## config.mk

```make
export PLATFORM = sky130hd
export DESIGN_NAME = efi_irq_regs
export DESIGN_NICKNAME = d
export VERILOG_FILES = /design/src/efi_pkg.sv /design/src/efi_sync3.sv /design/src/efi_edge_latch.sv /design/src/efi_irq_regs.sv
export SDC_FILE = /design/constraint.sdc
export NUM_CORES = 1
export LEC_CHECK = 0
export BUFFER_PORTS_ARGS = -buffer_cell sky130_fd_sc_hd__buf_2
export CORE_ASPECT_RATIO = 2
export CORE_UTILIZATION = 44
export DETAILED_ROUTE_END_ITERATION = 6
export MAX_ROUTING_LAYER = met4
export PLACE_DENSITY = 0.76
export SKIP_CTS_REPAIR_TIMING = 1
export SYNTH_ARGS = -nofsm -noshare
export SYNTH_HDL_FRONTEND = slang
export SYNTH_SLANG_ARGS = --single-unit
```

## constraint.sdc

```tcl
create_clock -name clk_sys -period 1 [get_ports clk_sys]
set_input_delay 0.25 -clock clk_sys [delete_from_list [all_inputs] [get_ports clk_sys]]
set_output_delay 0.25 -clock clk_sys [all_outputs]
set_load 0.02 [all_outputs]
```

## src/efi_pkg.sv

```systemverilog
/*
 * package for the e1 framer / data-link interrupt register block:
 * register offsets, bit positions, reset values and carrier structs.
 * assumes an apb slave with 32-bit data and one aligned word per register.
 */
package efi_pkg;

	// ==========================================================
	// register map: word indices; the byte address is four times the index
	// ==========================================================
	localparam logic [11:0] EFI_FRAMER_STATUS_OFS   = 12'hb04;
	localparam logic [11:0] EFI_FRAMER_IRQ_EN_OFS   = 12'hb05;
	localparam logic [11:0] EFI_DL_STATUS_ONE_OFS   = 12'hb06;
	localparam logic [11:0] EFI_DL_IRQ_EN_OFS       = 12'hb07;
	localparam logic [11:0] EFI_IRQ_STATUS_OFS      = 12'hb08;
	localparam logic [11:0] EFI_IRQ_CLEAR_OFS       = 12'hb09;
	localparam logic [11:0] EFI_IRQ_ENABLE_OFS      = 12'hb0a;
	localparam int          EFI_CHAN_LSB            = 14;

	// ==========================================================
	// field positions
	// ==========================================================
	localparam int EFI_FRAME_LOSS_BIT   = 3;
	localparam int EFI_IMITATION_BIT    = 2;
	localparam int EFI_CHECKSUM_BIT     = 1;
	localparam int EFI_ALIGN_BIT        = 0;
	localparam int EFI_KIND_BIT         = 7;
	localparam int EFI_TX_BEGIN_BIT     = 6;
	localparam int EFI_RX_BEGIN_BIT     = 5;
	localparam int EFI_TX_DONE_BIT      = 4;

	// ==========================================================
	// reset values
	// ==========================================================
	localparam logic [7:0]  EFI_BYTE_RESET  = 8'h00;
	localparam logic [31:0] EFI_WORD_ZERO   = 32'h0000_0000;

	// sticky event sources of one channel
	typedef struct packed {
		logic frameLoss;
		logic imitation;
		logic checksumErr;
		logic alignErr;
		logic txBegin;
		logic rxBegin;
		logic txDone;
	} efi_events_t;

	typedef struct packed {
		logic        psel;
		logic        penable;
		logic        pwrite;
		logic [17:0] paddr;
		logic [31:0] pwdata;
	} efi_apb_req_t;

	typedef struct packed {
		logic [31:0] prdata;
		logic        pready;
		logic        pslverr;
	} efi_apb_rsp_t;

endpackage

```

## src/efi_sync3.sv

```systemverilog
/*
 * three-flop synchroniser with agreement filter for one pin-level input.
 * assumes clk_sys domain; input may change at any time.
 */
`timescale 1ns/1ps
module efi_sync3 (
	input  wire logic clk_sys,
	input  wire logic resetn,
	input  wire logic clkEn,
	input  wire logic pinIn,
	output logic      levelOut
);
	import efi_pkg::*;

	logic stage1_reg;
	logic stage2_reg;
	logic stage3_reg;

	// ==========================================================
	// sampling chain
	// ==========================================================
	always_ff @(posedge clk_sys or negedge resetn) begin
		if (!resetn) begin
			stage1_reg <= 1'b0;
			stage2_reg <= 1'b0;
			stage3_reg <= 1'b0;
		end else if (clkEn) begin
			stage1_reg <= pinIn;
			stage2_reg <= stage1_reg;
			stage3_reg <= stage2_reg;
		end
	end

	// a change only counts once the later two stages agree
	always_ff @(posedge clk_sys or negedge resetn) begin
		if (!resetn) begin
			levelOut <= 1'b0;
		end else if (clkEn && (stage2_reg == stage3_reg)) begin
			levelOut <= stage3_reg;
		end
	end
endmodule // efi_sync3

```

## src/efi_edge_latch.sv

```systemverilog
/*
 * sticky status bit set by a one-cycle event, cleared by a clear pulse.
 * assumes event and clear are both on clk_sys; set beats clear.
 */
`timescale 1ns/1ps
module efi_edge_latch (
	input  wire logic clk_sys,
	input  wire logic resetn,
	input  wire logic clkEn,
	input  wire logic eventPulse,
	input  wire logic clearPulse,
	output logic      stickyBit
);
	import efi_pkg::*;

	always_ff @(posedge clk_sys or negedge resetn) begin
		if (!resetn) begin
			stickyBit <= 1'b0;
		end else if (clkEn) begin
			if (eventPulse) begin
				stickyBit <= 1'b1;
			end else if (clearPulse) begin
				stickyBit <= 1'b0;
			end
		end
	end
endmodule // efi_edge_latch

```

## src/efi_irq_regs.sv

```systemverilog
/*
 * per-channel interrupt register block of an e1 framer: framer interrupt
 * enables, framer status, first data-link status with its enables, and a
 * summary status/clear/enable triple driving one level interrupt.
 * assumes an apb master on clk_sys; framer and hdlc events arrive as
 * one-cycle pulses on clk_sys, frame loss as a level on clk_sys; the message-kind level comes from a pin.
 */
// Design decision made here: the APB slave port.
`timescale 1ns/1ps

module efi_irq_regs #(
	parameter int CHANNEL = 0
) (
	input  wire logic                  clk_sys,
	input  wire logic                  resetn,
	input  wire logic                  clkEn,
	input  wire efi_pkg::efi_apb_req_t apbReq,
	output efi_pkg::efi_apb_rsp_t      apbRsp,
	input  wire logic                  frameLossState,
	input  wire logic                  imitationEvent,
	input  wire logic                  checksumErrEvent,
	input  wire logic                  alignErrEvent,
	input  wire logic                  linkMessageKindPin,
	input  wire logic                  txMessageBeginEvent,
	input  wire logic                  rxMessageBeginEvent,
	input  wire logic                  txMessageDoneEvent,
	output logic                       irqOut
);
	import efi_pkg::*;

	localparam logic [3:0] CHAN_ID = 4'(CHANNEL);

	logic [7:0]  framerIrqEn_reg;
	logic [7:0]  dlIrqEn_reg;
	logic [6:0]  summaryEn_reg;
	logic        frameLossPrev_reg;
	logic        linkMessageKind;
	logic [3:0]  framerSticky;
	logic [2:0]  dlSticky;
	logic [6:0]  summarySticky_reg;
	logic [6:0]  rawEvents;
	logic [6:0]  enabledEvents;
	logic        accessDone;
	logic        wrStrobe;
	logic        rdStrobe;
	logic        hitChan;
	logic [11:0] localAddr;
	logic        clrFramer;
	logic        clrDl;
	logic [31:0] readMux;
	logic        mapped;

	function automatic logic [7:0] efi_pack_byte(input logic [31:0] w);
		return w[7:0];
	endfunction

	// ==========================================================
	// bus decode: zero wait states, unmapped or unaligned returns pslverr
	// ==========================================================
	assign localAddr  = apbReq.paddr[13:2];
	assign hitChan    = (apbReq.paddr[17:EFI_CHAN_LSB] == CHAN_ID) && (apbReq.paddr[1:0] == 2'b00);
	assign accessDone = apbReq.psel && apbReq.penable && clkEn;
	assign wrStrobe   = accessDone && apbReq.pwrite && hitChan;
	assign rdStrobe   = accessDone && !apbReq.pwrite && hitChan;
	assign clrFramer  = rdStrobe && (localAddr == EFI_FRAMER_STATUS_OFS);
	assign clrDl      = rdStrobe && (localAddr == EFI_DL_STATUS_ONE_OFS);

	// ==========================================================
	// event sources
	// ==========================================================
	efi_sync3 u_kindSync (
		.clk_sys  (clk_sys),
		.resetn   (resetn),
		.clkEn    (clkEn),
		.pinIn    (linkMessageKindPin),
		.levelOut (linkMessageKind)
	);

	always_ff @(posedge clk_sys or negedge resetn) begin
		if (!resetn) begin
			frameLossPrev_reg <= 1'b0;
		end else if (clkEn) begin
			frameLossPrev_reg <= frameLossState;
		end
	end

	// both the declaring and clearing edge count as a change
	assign rawEvents[6] = frameLossState ^ frameLossPrev_reg;
	assign rawEvents[5] = imitationEvent;
	assign rawEvents[4] = checksumErrEvent;
	assign rawEvents[3] = alignErrEvent;                      // framer sync untouched
	assign rawEvents[2] = txMessageBeginEvent;
	assign rawEvents[1] = rxMessageBeginEvent;
	assign rawEvents[0] = txMessageDoneEvent;

	// ==========================================================
	// sticky status, cleared by reading its register
	// ==========================================================
	// only bits the reader has already seen are cleared, so an event that
	// lands between setup and access is not lost
	genvar gi;
	generate
		for (gi = 0; gi < 4; gi++) begin : g_framer
			efi_edge_latch u_latch (
				.clk_sys    (clk_sys),
				.resetn     (resetn),
				.clkEn      (clkEn),
				.eventPulse (rawEvents[3+gi]),
				.clearPulse (clrFramer && apbRsp.prdata[gi]),
				.stickyBit  (framerSticky[gi])
			);
		end
		for (gi = 0; gi < 3; gi++) begin : g_dl
			efi_edge_latch u_latch (
				.clk_sys    (clk_sys),
				.resetn     (resetn),
				.clkEn      (clkEn),
				.eventPulse (rawEvents[gi]),
				.clearPulse (clrDl && apbRsp.prdata[4+gi]),
				.stickyBit  (dlSticky[gi])
			);
		end
	endgenerate

	// ==========================================================
	// software-written enables
	// ==========================================================
	always_ff @(posedge clk_sys or negedge resetn) begin
		if (!resetn) begin
			framerIrqEn_reg <= EFI_BYTE_RESET;
			dlIrqEn_reg     <= EFI_BYTE_RESET;
			summaryEn_reg   <= 7'h00;
		end else if (wrStrobe) begin
			case (localAddr)
				EFI_FRAMER_IRQ_EN_OFS: begin
					framerIrqEn_reg <= efi_pack_byte(apbReq.pwdata);
				end
				EFI_DL_IRQ_EN_OFS: begin
					dlIrqEn_reg <= {1'b0, apbReq.pwdata[6:4], 4'h0};
				end
				EFI_IRQ_ENABLE_OFS: begin
					summaryEn_reg <= apbReq.pwdata[6:0];
				end
				default: begin
				end
			endcase
		end
	end

	// per-source enable gating; a disabled source never reaches the summary
	assign enabledEvents = {
		rawEvents[6] & framerIrqEn_reg[EFI_FRAME_LOSS_BIT],
		rawEvents[5] & framerIrqEn_reg[EFI_IMITATION_BIT],
		rawEvents[4] & framerIrqEn_reg[EFI_CHECKSUM_BIT],
		rawEvents[3] & framerIrqEn_reg[EFI_ALIGN_BIT],
		rawEvents[2] & dlIrqEn_reg[EFI_TX_BEGIN_BIT],
		rawEvents[1] & dlIrqEn_reg[EFI_RX_BEGIN_BIT],
		rawEvents[0] & dlIrqEn_reg[EFI_TX_DONE_BIT]
	};

	// summary status: write-one-to-clear; a new event in the same cycle wins
	always_ff @(posedge clk_sys or negedge resetn) begin
		if (!resetn) begin
			summarySticky_reg <= 7'h00;
		end else if (clkEn) begin
			if (wrStrobe && (localAddr == EFI_IRQ_CLEAR_OFS)) begin
				summarySticky_reg <= (summarySticky_reg & ~apbReq.pwdata[6:0]) | enabledEvents;
			end else begin
				summarySticky_reg <= summarySticky_reg | enabledEvents;
			end
		end
	end

	always_ff @(posedge clk_sys or negedge resetn) begin
		if (!resetn) begin
			irqOut <= 1'b0;
		end else if (clkEn) begin
			irqOut <= |(summarySticky_reg & summaryEn_reg);
		end
	end

	// ==========================================================
	// read path
	// ==========================================================
	always_comb begin
		readMux = EFI_WORD_ZERO;
		mapped  = 1'b1;
		case (localAddr)
			EFI_FRAMER_IRQ_EN_OFS: readMux[7:0] = framerIrqEn_reg;
			EFI_DL_STATUS_ONE_OFS: readMux[7:0] = {linkMessageKind, dlSticky, 4'h0};
			EFI_DL_IRQ_EN_OFS:     readMux[7:0] = dlIrqEn_reg;
			EFI_FRAMER_STATUS_OFS: readMux[7:0] = {4'h0, framerSticky};
			EFI_IRQ_STATUS_OFS:    readMux[6:0] = summarySticky_reg;
			EFI_IRQ_CLEAR_OFS:     readMux      = EFI_WORD_ZERO;
			EFI_IRQ_ENABLE_OFS:    readMux[6:0] = summaryEn_reg;
			default:               mapped       = 1'b0;
		endcase
	end

	// response registered on the setup cycle so it stands during access
	always_ff @(posedge clk_sys or negedge resetn) begin
		if (!resetn) begin
			apbRsp <= '0;
		end else if (clkEn) begin
			apbRsp.pready  <= apbReq.psel && !apbReq.penable;
			apbRsp.pslverr <= apbReq.psel && !apbReq.penable && !(mapped && hitChan);
			if (apbReq.psel && !apbReq.penable && !apbReq.pwrite && hitChan) begin
				apbRsp.prdata <= readMux;
			end else begin
				apbRsp.prdata <= EFI_WORD_ZERO;
			end
		end
	end
endmodule // efi_irq_regs

```

==> results of run 1 <==
cell usage in the layout, fill, tap and decap left out, drive strengths merged, types with 3 or more instances in the layout:
cell type / Yosys / final
nand3: 6 / 6
clkbuf: 6 / 6
nand2: 11 / 11
nor3: 7 / 7
inv: 17 / 17
a21oi: 10 / 10
nor2b: 3 / 3
nor2: 11 / 11
nand4: 3 / 3
o22ai: 10 / 10
mux2i: 7 / 7
a21o: 6 / 6
conb: 1 / 24
o21ai: 7 / 7
and2: 3 / 3
a41oi: 4 / 4
a221oi: 6 / 6
mux2: 24 / 24
a31oi: 3 / 3
buf: 28 / 104
dfrtp: 48 / 48
metrics by stage:
stage | worst slack [ns] | util, %
2_1_floorplan | -1.32 | -
3_3_place_gp | -1.37 | 58.0
3_5_place_dp | -1.39 | 58.0
4_1_cts | -1.08 | 59.7
5_1_grt | -1.00 | 65.4
6_report | -0.974 | 65.4
per-layer routing:
layer / vias to the layer above / global-route usage, %
met1: 1115 / 22.5
met2: 92 / 42.5
met5: - / -
li1: 1040 / -
met4: 0 / 13.9
met3: 20 / 3.68
path summary, 6_finish.rpt:
check                                      start               endpoint  slack [ns]  depth (start not counted)
setup / recovery                      apbReq[47]   summarySticky_reg[6]       -0.97                          6
min in group asynchronous                 resetn     framerIrqEn_reg[4]        0.43                          3
hold / removal                         apbReq[7]     framerIrqEn_reg[7]        0.16                          2
hold reg to reg            u_kindSync.stage3_reg    u_kindSync.levelOut        0.52                          2
setup reg to reg                summaryEn_reg[6]              apbRsp[8]       -0.23                          4
max in group asynchronous                 resetn  u_kindSync.stage2_reg        0.33                          3
cell type report:
type	instances	area, um^2
sequential	48	1200
multi-input combinational	168	1340
inverter	17	63.8
clock buffer	6	82.6
tap	60	75.1
fill	372	1890
timing repair buffer	105	801
clock inverter	2	10.0
synth_stat cells, types with 4 or more instances:
cell type / count / area, um^2
a41oi_1: 4 / 35.0
inv_1: 17 / 63.8
o21ai_0: 7 / 35.0
nor3_1: 5 / 25.0
a221oi_1: 6 / 52.6
clkbuf_1: 6 / 22.5
a21oi_1: 10 / 50.1
buf_4: 24 / 180
nor2_1: 11 / 41.3
nand2_1: 11 / 41.3
dfrtp_1: 48 / 1200
a21o_1: 6 / 45.0
mux2i_1: 7 / 70.1
nand3_1: 6 / 30.0
mux2_2: 24 / 270
o22ai_1: 10 / 62.6
power breakdown:
part	switching, mW	internal (mW)
clock network	0.683	0.553
logic	0.330	0.229
registers	0.0366	1.98
logic make-up (layout without fill, tap and decap cells):
logic type | count (synthesis) | count (layout)
other | 1 | 24
buffers and inverters | 51 | 130
DFF | 48 | 48
xor gates and xnor gates | 1 | 1
and+or+nand+nor | 60 | 60
AOI/OAI and AO/OA | 52 | 52
muxes | 31 | 31
worst reg2reg max path, delay by kind of cell, from the launching register on:
kind	cells	cell delay, ns
compound gates	3	0.57
mux	1	0.14
flops	1	0.39
==> summary.md, run 1 <==
| Metric | Value |
|---|---|
| Wire length per cell | `17.0 um` |
| HPWL Detailed | `4960 um` |
| Worst Slack Setup Final | `-0.974 ns` |
| Finish-stage setup viols | `53` |
| Compound-gate portion of the synthesized area | `13.9%` |
| Hold Vio Cnt, Final | `0` |
| Core ar. | `0.00547 mm^2` |
| Num rows | `38` |
| Maximum VDD drop | `1.07 mV` |
| Synth Register Bits | `48` |
| Clk_lat worst skew | `0.32 ns` |
| Failing checks | `negative setup slack` |
| Placed Instances | `387` |
| Via count | `2267` |
| RSZ-0062 raised after global routing | `yes` |
| Initial antenna violation count | `0` |
| Prevailing post-synth register cell | `dfrtp_1` |
| Routed WL | `6900 um` |
| DR top layer | `met4` |
| Avg Inst Size Synth | `10.4 um^2` |
| Die W | `55.6 um` |
| Total power draw | `3.81 mW` |
| Crit path launch type | `input pin` |
| Crit-path max cell delay | `0.52 ns` |
| Syn-to-layout area delta | `41.3%` |
| Wire length on met2 | `3860 um` |
| Vias in the first global route | `2298` |
| Worst EP required | `1.21 ns` |
| Worst Path Buf+Inv | `2` |
| CTS root buf | `clkbuf_8` |
| Max reg flops | `10` |
| Placer Congestion | `0.887` |
| Wire length on met3 | `332 um` |
| First-pass GRT wire length | `10300 um` |
| CP Cell Sequence | `buf_6 -> or4_4 -> or4b_4 -> buf_8 -> or3_4 -> a221o_1` |
| Number of port buffers | `50` |
| Crit Path Category | `input pin to flip-flop` |
| Worst path slowest cell | `or4_4` |
| Die Ht | `109 um` |
| Max-cap check violation count | `0` |
| Hold crit path type | `input pin to flip-flop` |
| Max Slew Vio Count | `0` |
| Clock transition at path regs | `0.09 ns` |
| Initial DRC Count | `84` |
| Fmax | `0.507 GHz` |
| Final ANT Viol Nets | `0` |
| Clk_skew | `0.0106 ns` |
| Post-synth cell types | `42` |
| Total iterations of the first detailed-routing run | `4` |
| Gr usage total | `23.2%` |
| Setup TNS | `-34.32 ns` |
| Cells after Synth | `244` |
| Simple-Gate Fraction of Synth Area | `13.5%` |
| Final net count | `409` |
| Run status | `finished with violations` |
| Io pins | `99` |
| YS warnings | `0` |
| Seq/Total Area, Yosys | `47.5%` |
| Max clock buf depth | `2` |
| Design area | `0.00358 mm^2` |
| Multiplexer area fraction after synthesis | `13.4%` |
| Initial Util | `46.3%` |
| ANT cells | `0` |
| Combinational family with the most area after synthesis | `compound AO/OA/AOI/OAI gates` |
| Via-per-instance ratio | `5.58` |
| CP top delay family | `simple AND/OR/NAND/NOR gates` |
| DRC | `0` |
| Clk sink count | `48` |
| Post-synth EDFFs | `0` |
| Max FO, Critical Path | `6` |
| Crit end category | `flip-flop` |
| TritonCTS Buffers | `5` |
| WL met1 | `2410 um` |
| Pwr dens | `1070 mW/mm^2` |
| Period utilisation layout | `197%` |
| Worst Path Arrival | `2.18 ns` |
| P_leak | `1.71 nW` |
| Hold WS | `0.165 ns` |
| Remaining Overflow, GRT | `0` |
| XOR/XNOR Fraction of Synth Area | `0.346%` |
| Min Clock Period, post-route | `1.97 ns` |
| Largest net degree at the start of global routing | `49` |
| Post-placement cell area | `0.00317 mm^2` |
| Synth async-reset ratio | `100%` |
| Adder-cell share of the synthesized area | `0%` |
| H-tree levels | `2` |
| Share of cells above drive strength 1 | `46.0%` |
| Finished Layout Cells | `406` |
| DIE AREA | `0.00608 mm^2` |
| CTS tree | `yes` |
| Synth Cell Area | `0.00253 mm^2` |
No activity file was read; power rests on OpenSTA's default activity.
==> run 2: changes to the inputs <==
- CORE_MARGIN: default -> 4
==> run 2 against run 1 <==
The flow still finishes with violations (negative setup slack). Core utilization shrank 1.8 points. Count of clock-buffer cells in the layout unchanged. Clock power decreased by 13%. Register-to-register slack gained 0.06 ns. Via count down 2.0%. Sequential power about the same. Critical path depth is 1 higher. Final cell count grew 0.49%. Setup slack lost 0.078 ns. Largest power group unchanged. Highest routed layer unchanged.
==> summary.md, run 2 (synthesis results as in run 1) <==
| Metric | Value |
|---|---|
| Gr usage total | `20.4%` |
| HPWL Detailed | `5180 um` |
| Via count | `2221` |
| Worst Slack Setup Final | `-1.05 ns` |
| Reg area | `0.00120 mm^2` |
| Crit Path Category | `input pin to flip-flop` |
| CTS tree | `yes` |
| Maximum VDD drop | `1.24 mV` |
| Routed WL | `6940 um` |
| Via-per-instance ratio | `5.44` |
| Max-cap check violation count | `0` |
| Number of port buffers | `50` |
| Initial Util | `45.9%` |
| Placer Congestion | `0.869` |
| Pwr dens | `1040 mW/mm^2` |
| Clk_skew | `0.00648 ns` |
| Share of cells above drive strength 1 | `42.8%` |
| Initial DRC Count | `87` |
| Die Ht | `115 um` |
| Most common cell after layout, fill and taps aside | `buf_4` |
| Hold WS | `0.180 ns` |
| Max Slew Vio Count | `0` |
| Crit path launch type | `input pin` |
| Run status | `finished with violations` |
| Hold depth | `2` |
| Max reg flops | `10` |
| Post-Place Setup Slack | `-1.37 ns` |
| Hold crit path type | `input pin to flip-flop` |
| Clk sink count | `48` |
| Fill count | `442` |
| H-tree levels | `2` |
| Final ANT Viol Nets | `0` |
| Period utilisation layout | `205%` |
| Crit end category | `flip-flop` |
| ANT cells | `0` |
| Worst EP required | `1.19 ns` |
| Wire length per cell | `17.0 um` |
| P_leak | `1.70 nW` |
| Io pins | `99` |
| DRC | `0` |
| Max clock buf depth | `2` |
| Hold Vio Cnt, Final | `0` |
| Worst R2R Start | `framerIrqEn_reg[4]` |
| Min Clock Period, post-route | `2.05 ns` |
| Clock transition at path regs | `0.08 ns` |
| First-pass GRT wire length | `10200 um` |
| Final net count | `412` |
| Failing checks | `negative setup slack` |
| Syn-to-layout area delta | `38.6%` |
| Max FO, Critical Path | `6` |
| Hold Path Sink | `u_kindSync.stage1_reg` |
| Area occupied by multi-input gates | `0.00128 mm^2` |
| DIE AREA | `0.00710 mm^2` |
| Core ar. | `0.00552 mm^2` |
| R2R depth | `3` |
| CTS root buf | `clkbuf_8` |
| Num rows | `38` |
| Commonest cells after routing, fill and taps aside | `buf_4, dfrtp_1, buf_2` |
| Hold wc startpoint | `linkMessageKindPin` |
| Vias in the first global route | `2183` |
| TritonCTS Buffers | `5` |
| RR Endpoint | `apbRsp[6]` |
| Fmax | `0.487 GHz` |
| Clk_lat worst skew | `0.30 ns` |
| Total iterations of the first detailed-routing run | `5` |
| Die W | `61.6 um` |
| R2r setup slk | `-0.17 ns` |
| Worst Path Arrival | `2.24 ns` |
| Finish-stage setup viols | `53` |
| Remaining Overflow, GRT | `0` |
| Initial antenna violation count | `0` |
| RSZ-0062 raised after global routing | `yes` |
| Largest net degree at the start of global routing | `49` |
run 2: area by class of cell:
cell class,count,area share (%)
Sequential cell,48,34.2
Clock buffer,6,2.07
Multi-Input combinational cell,168,36.4
Inverter,17,1.82
Timing Repair Buffer,108,23.2
Clock inverter,1,0.143
Tap cell,60,2.14
run 2: where the power goes:
group | leakage, nW | switching (mW) | total [mW] | internal, mW
combinational | 1.08 | 0.321 | 0.547 | 0.226
clock | 0.0410 | 0.600 | 1.08 | 0.476
sequential | 0.584 | 0.0345 | 2.02 | 1.98
total | 1.70 | 0.955 | 3.64 | 2.68
run 2: per-stage QoR:
stage / utilization, % / instance area (um^2) / std cells / setup TNS (ns) / power (mW)
finish: 63.6 / 3510 / 408 / -35.96 / 3.64
global route: 63.6 / 3510 / 408 / -37.23 / 3.81
CTS: 59.4 / 3270 / 399 / -37.02 / 3.64
detailed placement: 58.0 / 3200 / 392 / -48.42 / 2.57
global placement: 58.0 / 3200 / 392 / -47.96 / 2.56
floorplan: - / 2750 / 267 / -42.66 / 2.39
run 2: worst max-delay path by stage:
stage | startpoint | endpoint | cells past startpoint
global placement | apbReq[47] | summarySticky_reg[4] | 7
global route | apbReq[47] | framerIrqEn_reg[2] | 7
floorplan | apbReq[47] | summarySticky_reg[6] | 6
CTS | apbReq[47] | summarySticky_reg[4] | 7
detailed placement | apbReq[47] | dlIrqEn_reg[5] | 7
finish | apbReq[47] | framerIrqEn_reg[6] | 7
run 2: layer usage:
| layer | global-route usage (%) | wire length, um |
|---|---|---|
| met1 | 21.1 | 2470 |
| met2 | 34.8 | 3750 |
| met3 | 3.71 | 388 |
| met4 | 10.8 | 331 |
| met5 | - | 0 |
run 2: worst max-delay path, stage by stage:
cell and delay [ns]:
buf_6 0.09, or4_4 0.52, or4b_4 0.56, buf_8 0.16, nor3_4 0.17, buf_4 0.19
mux2_4 0.30
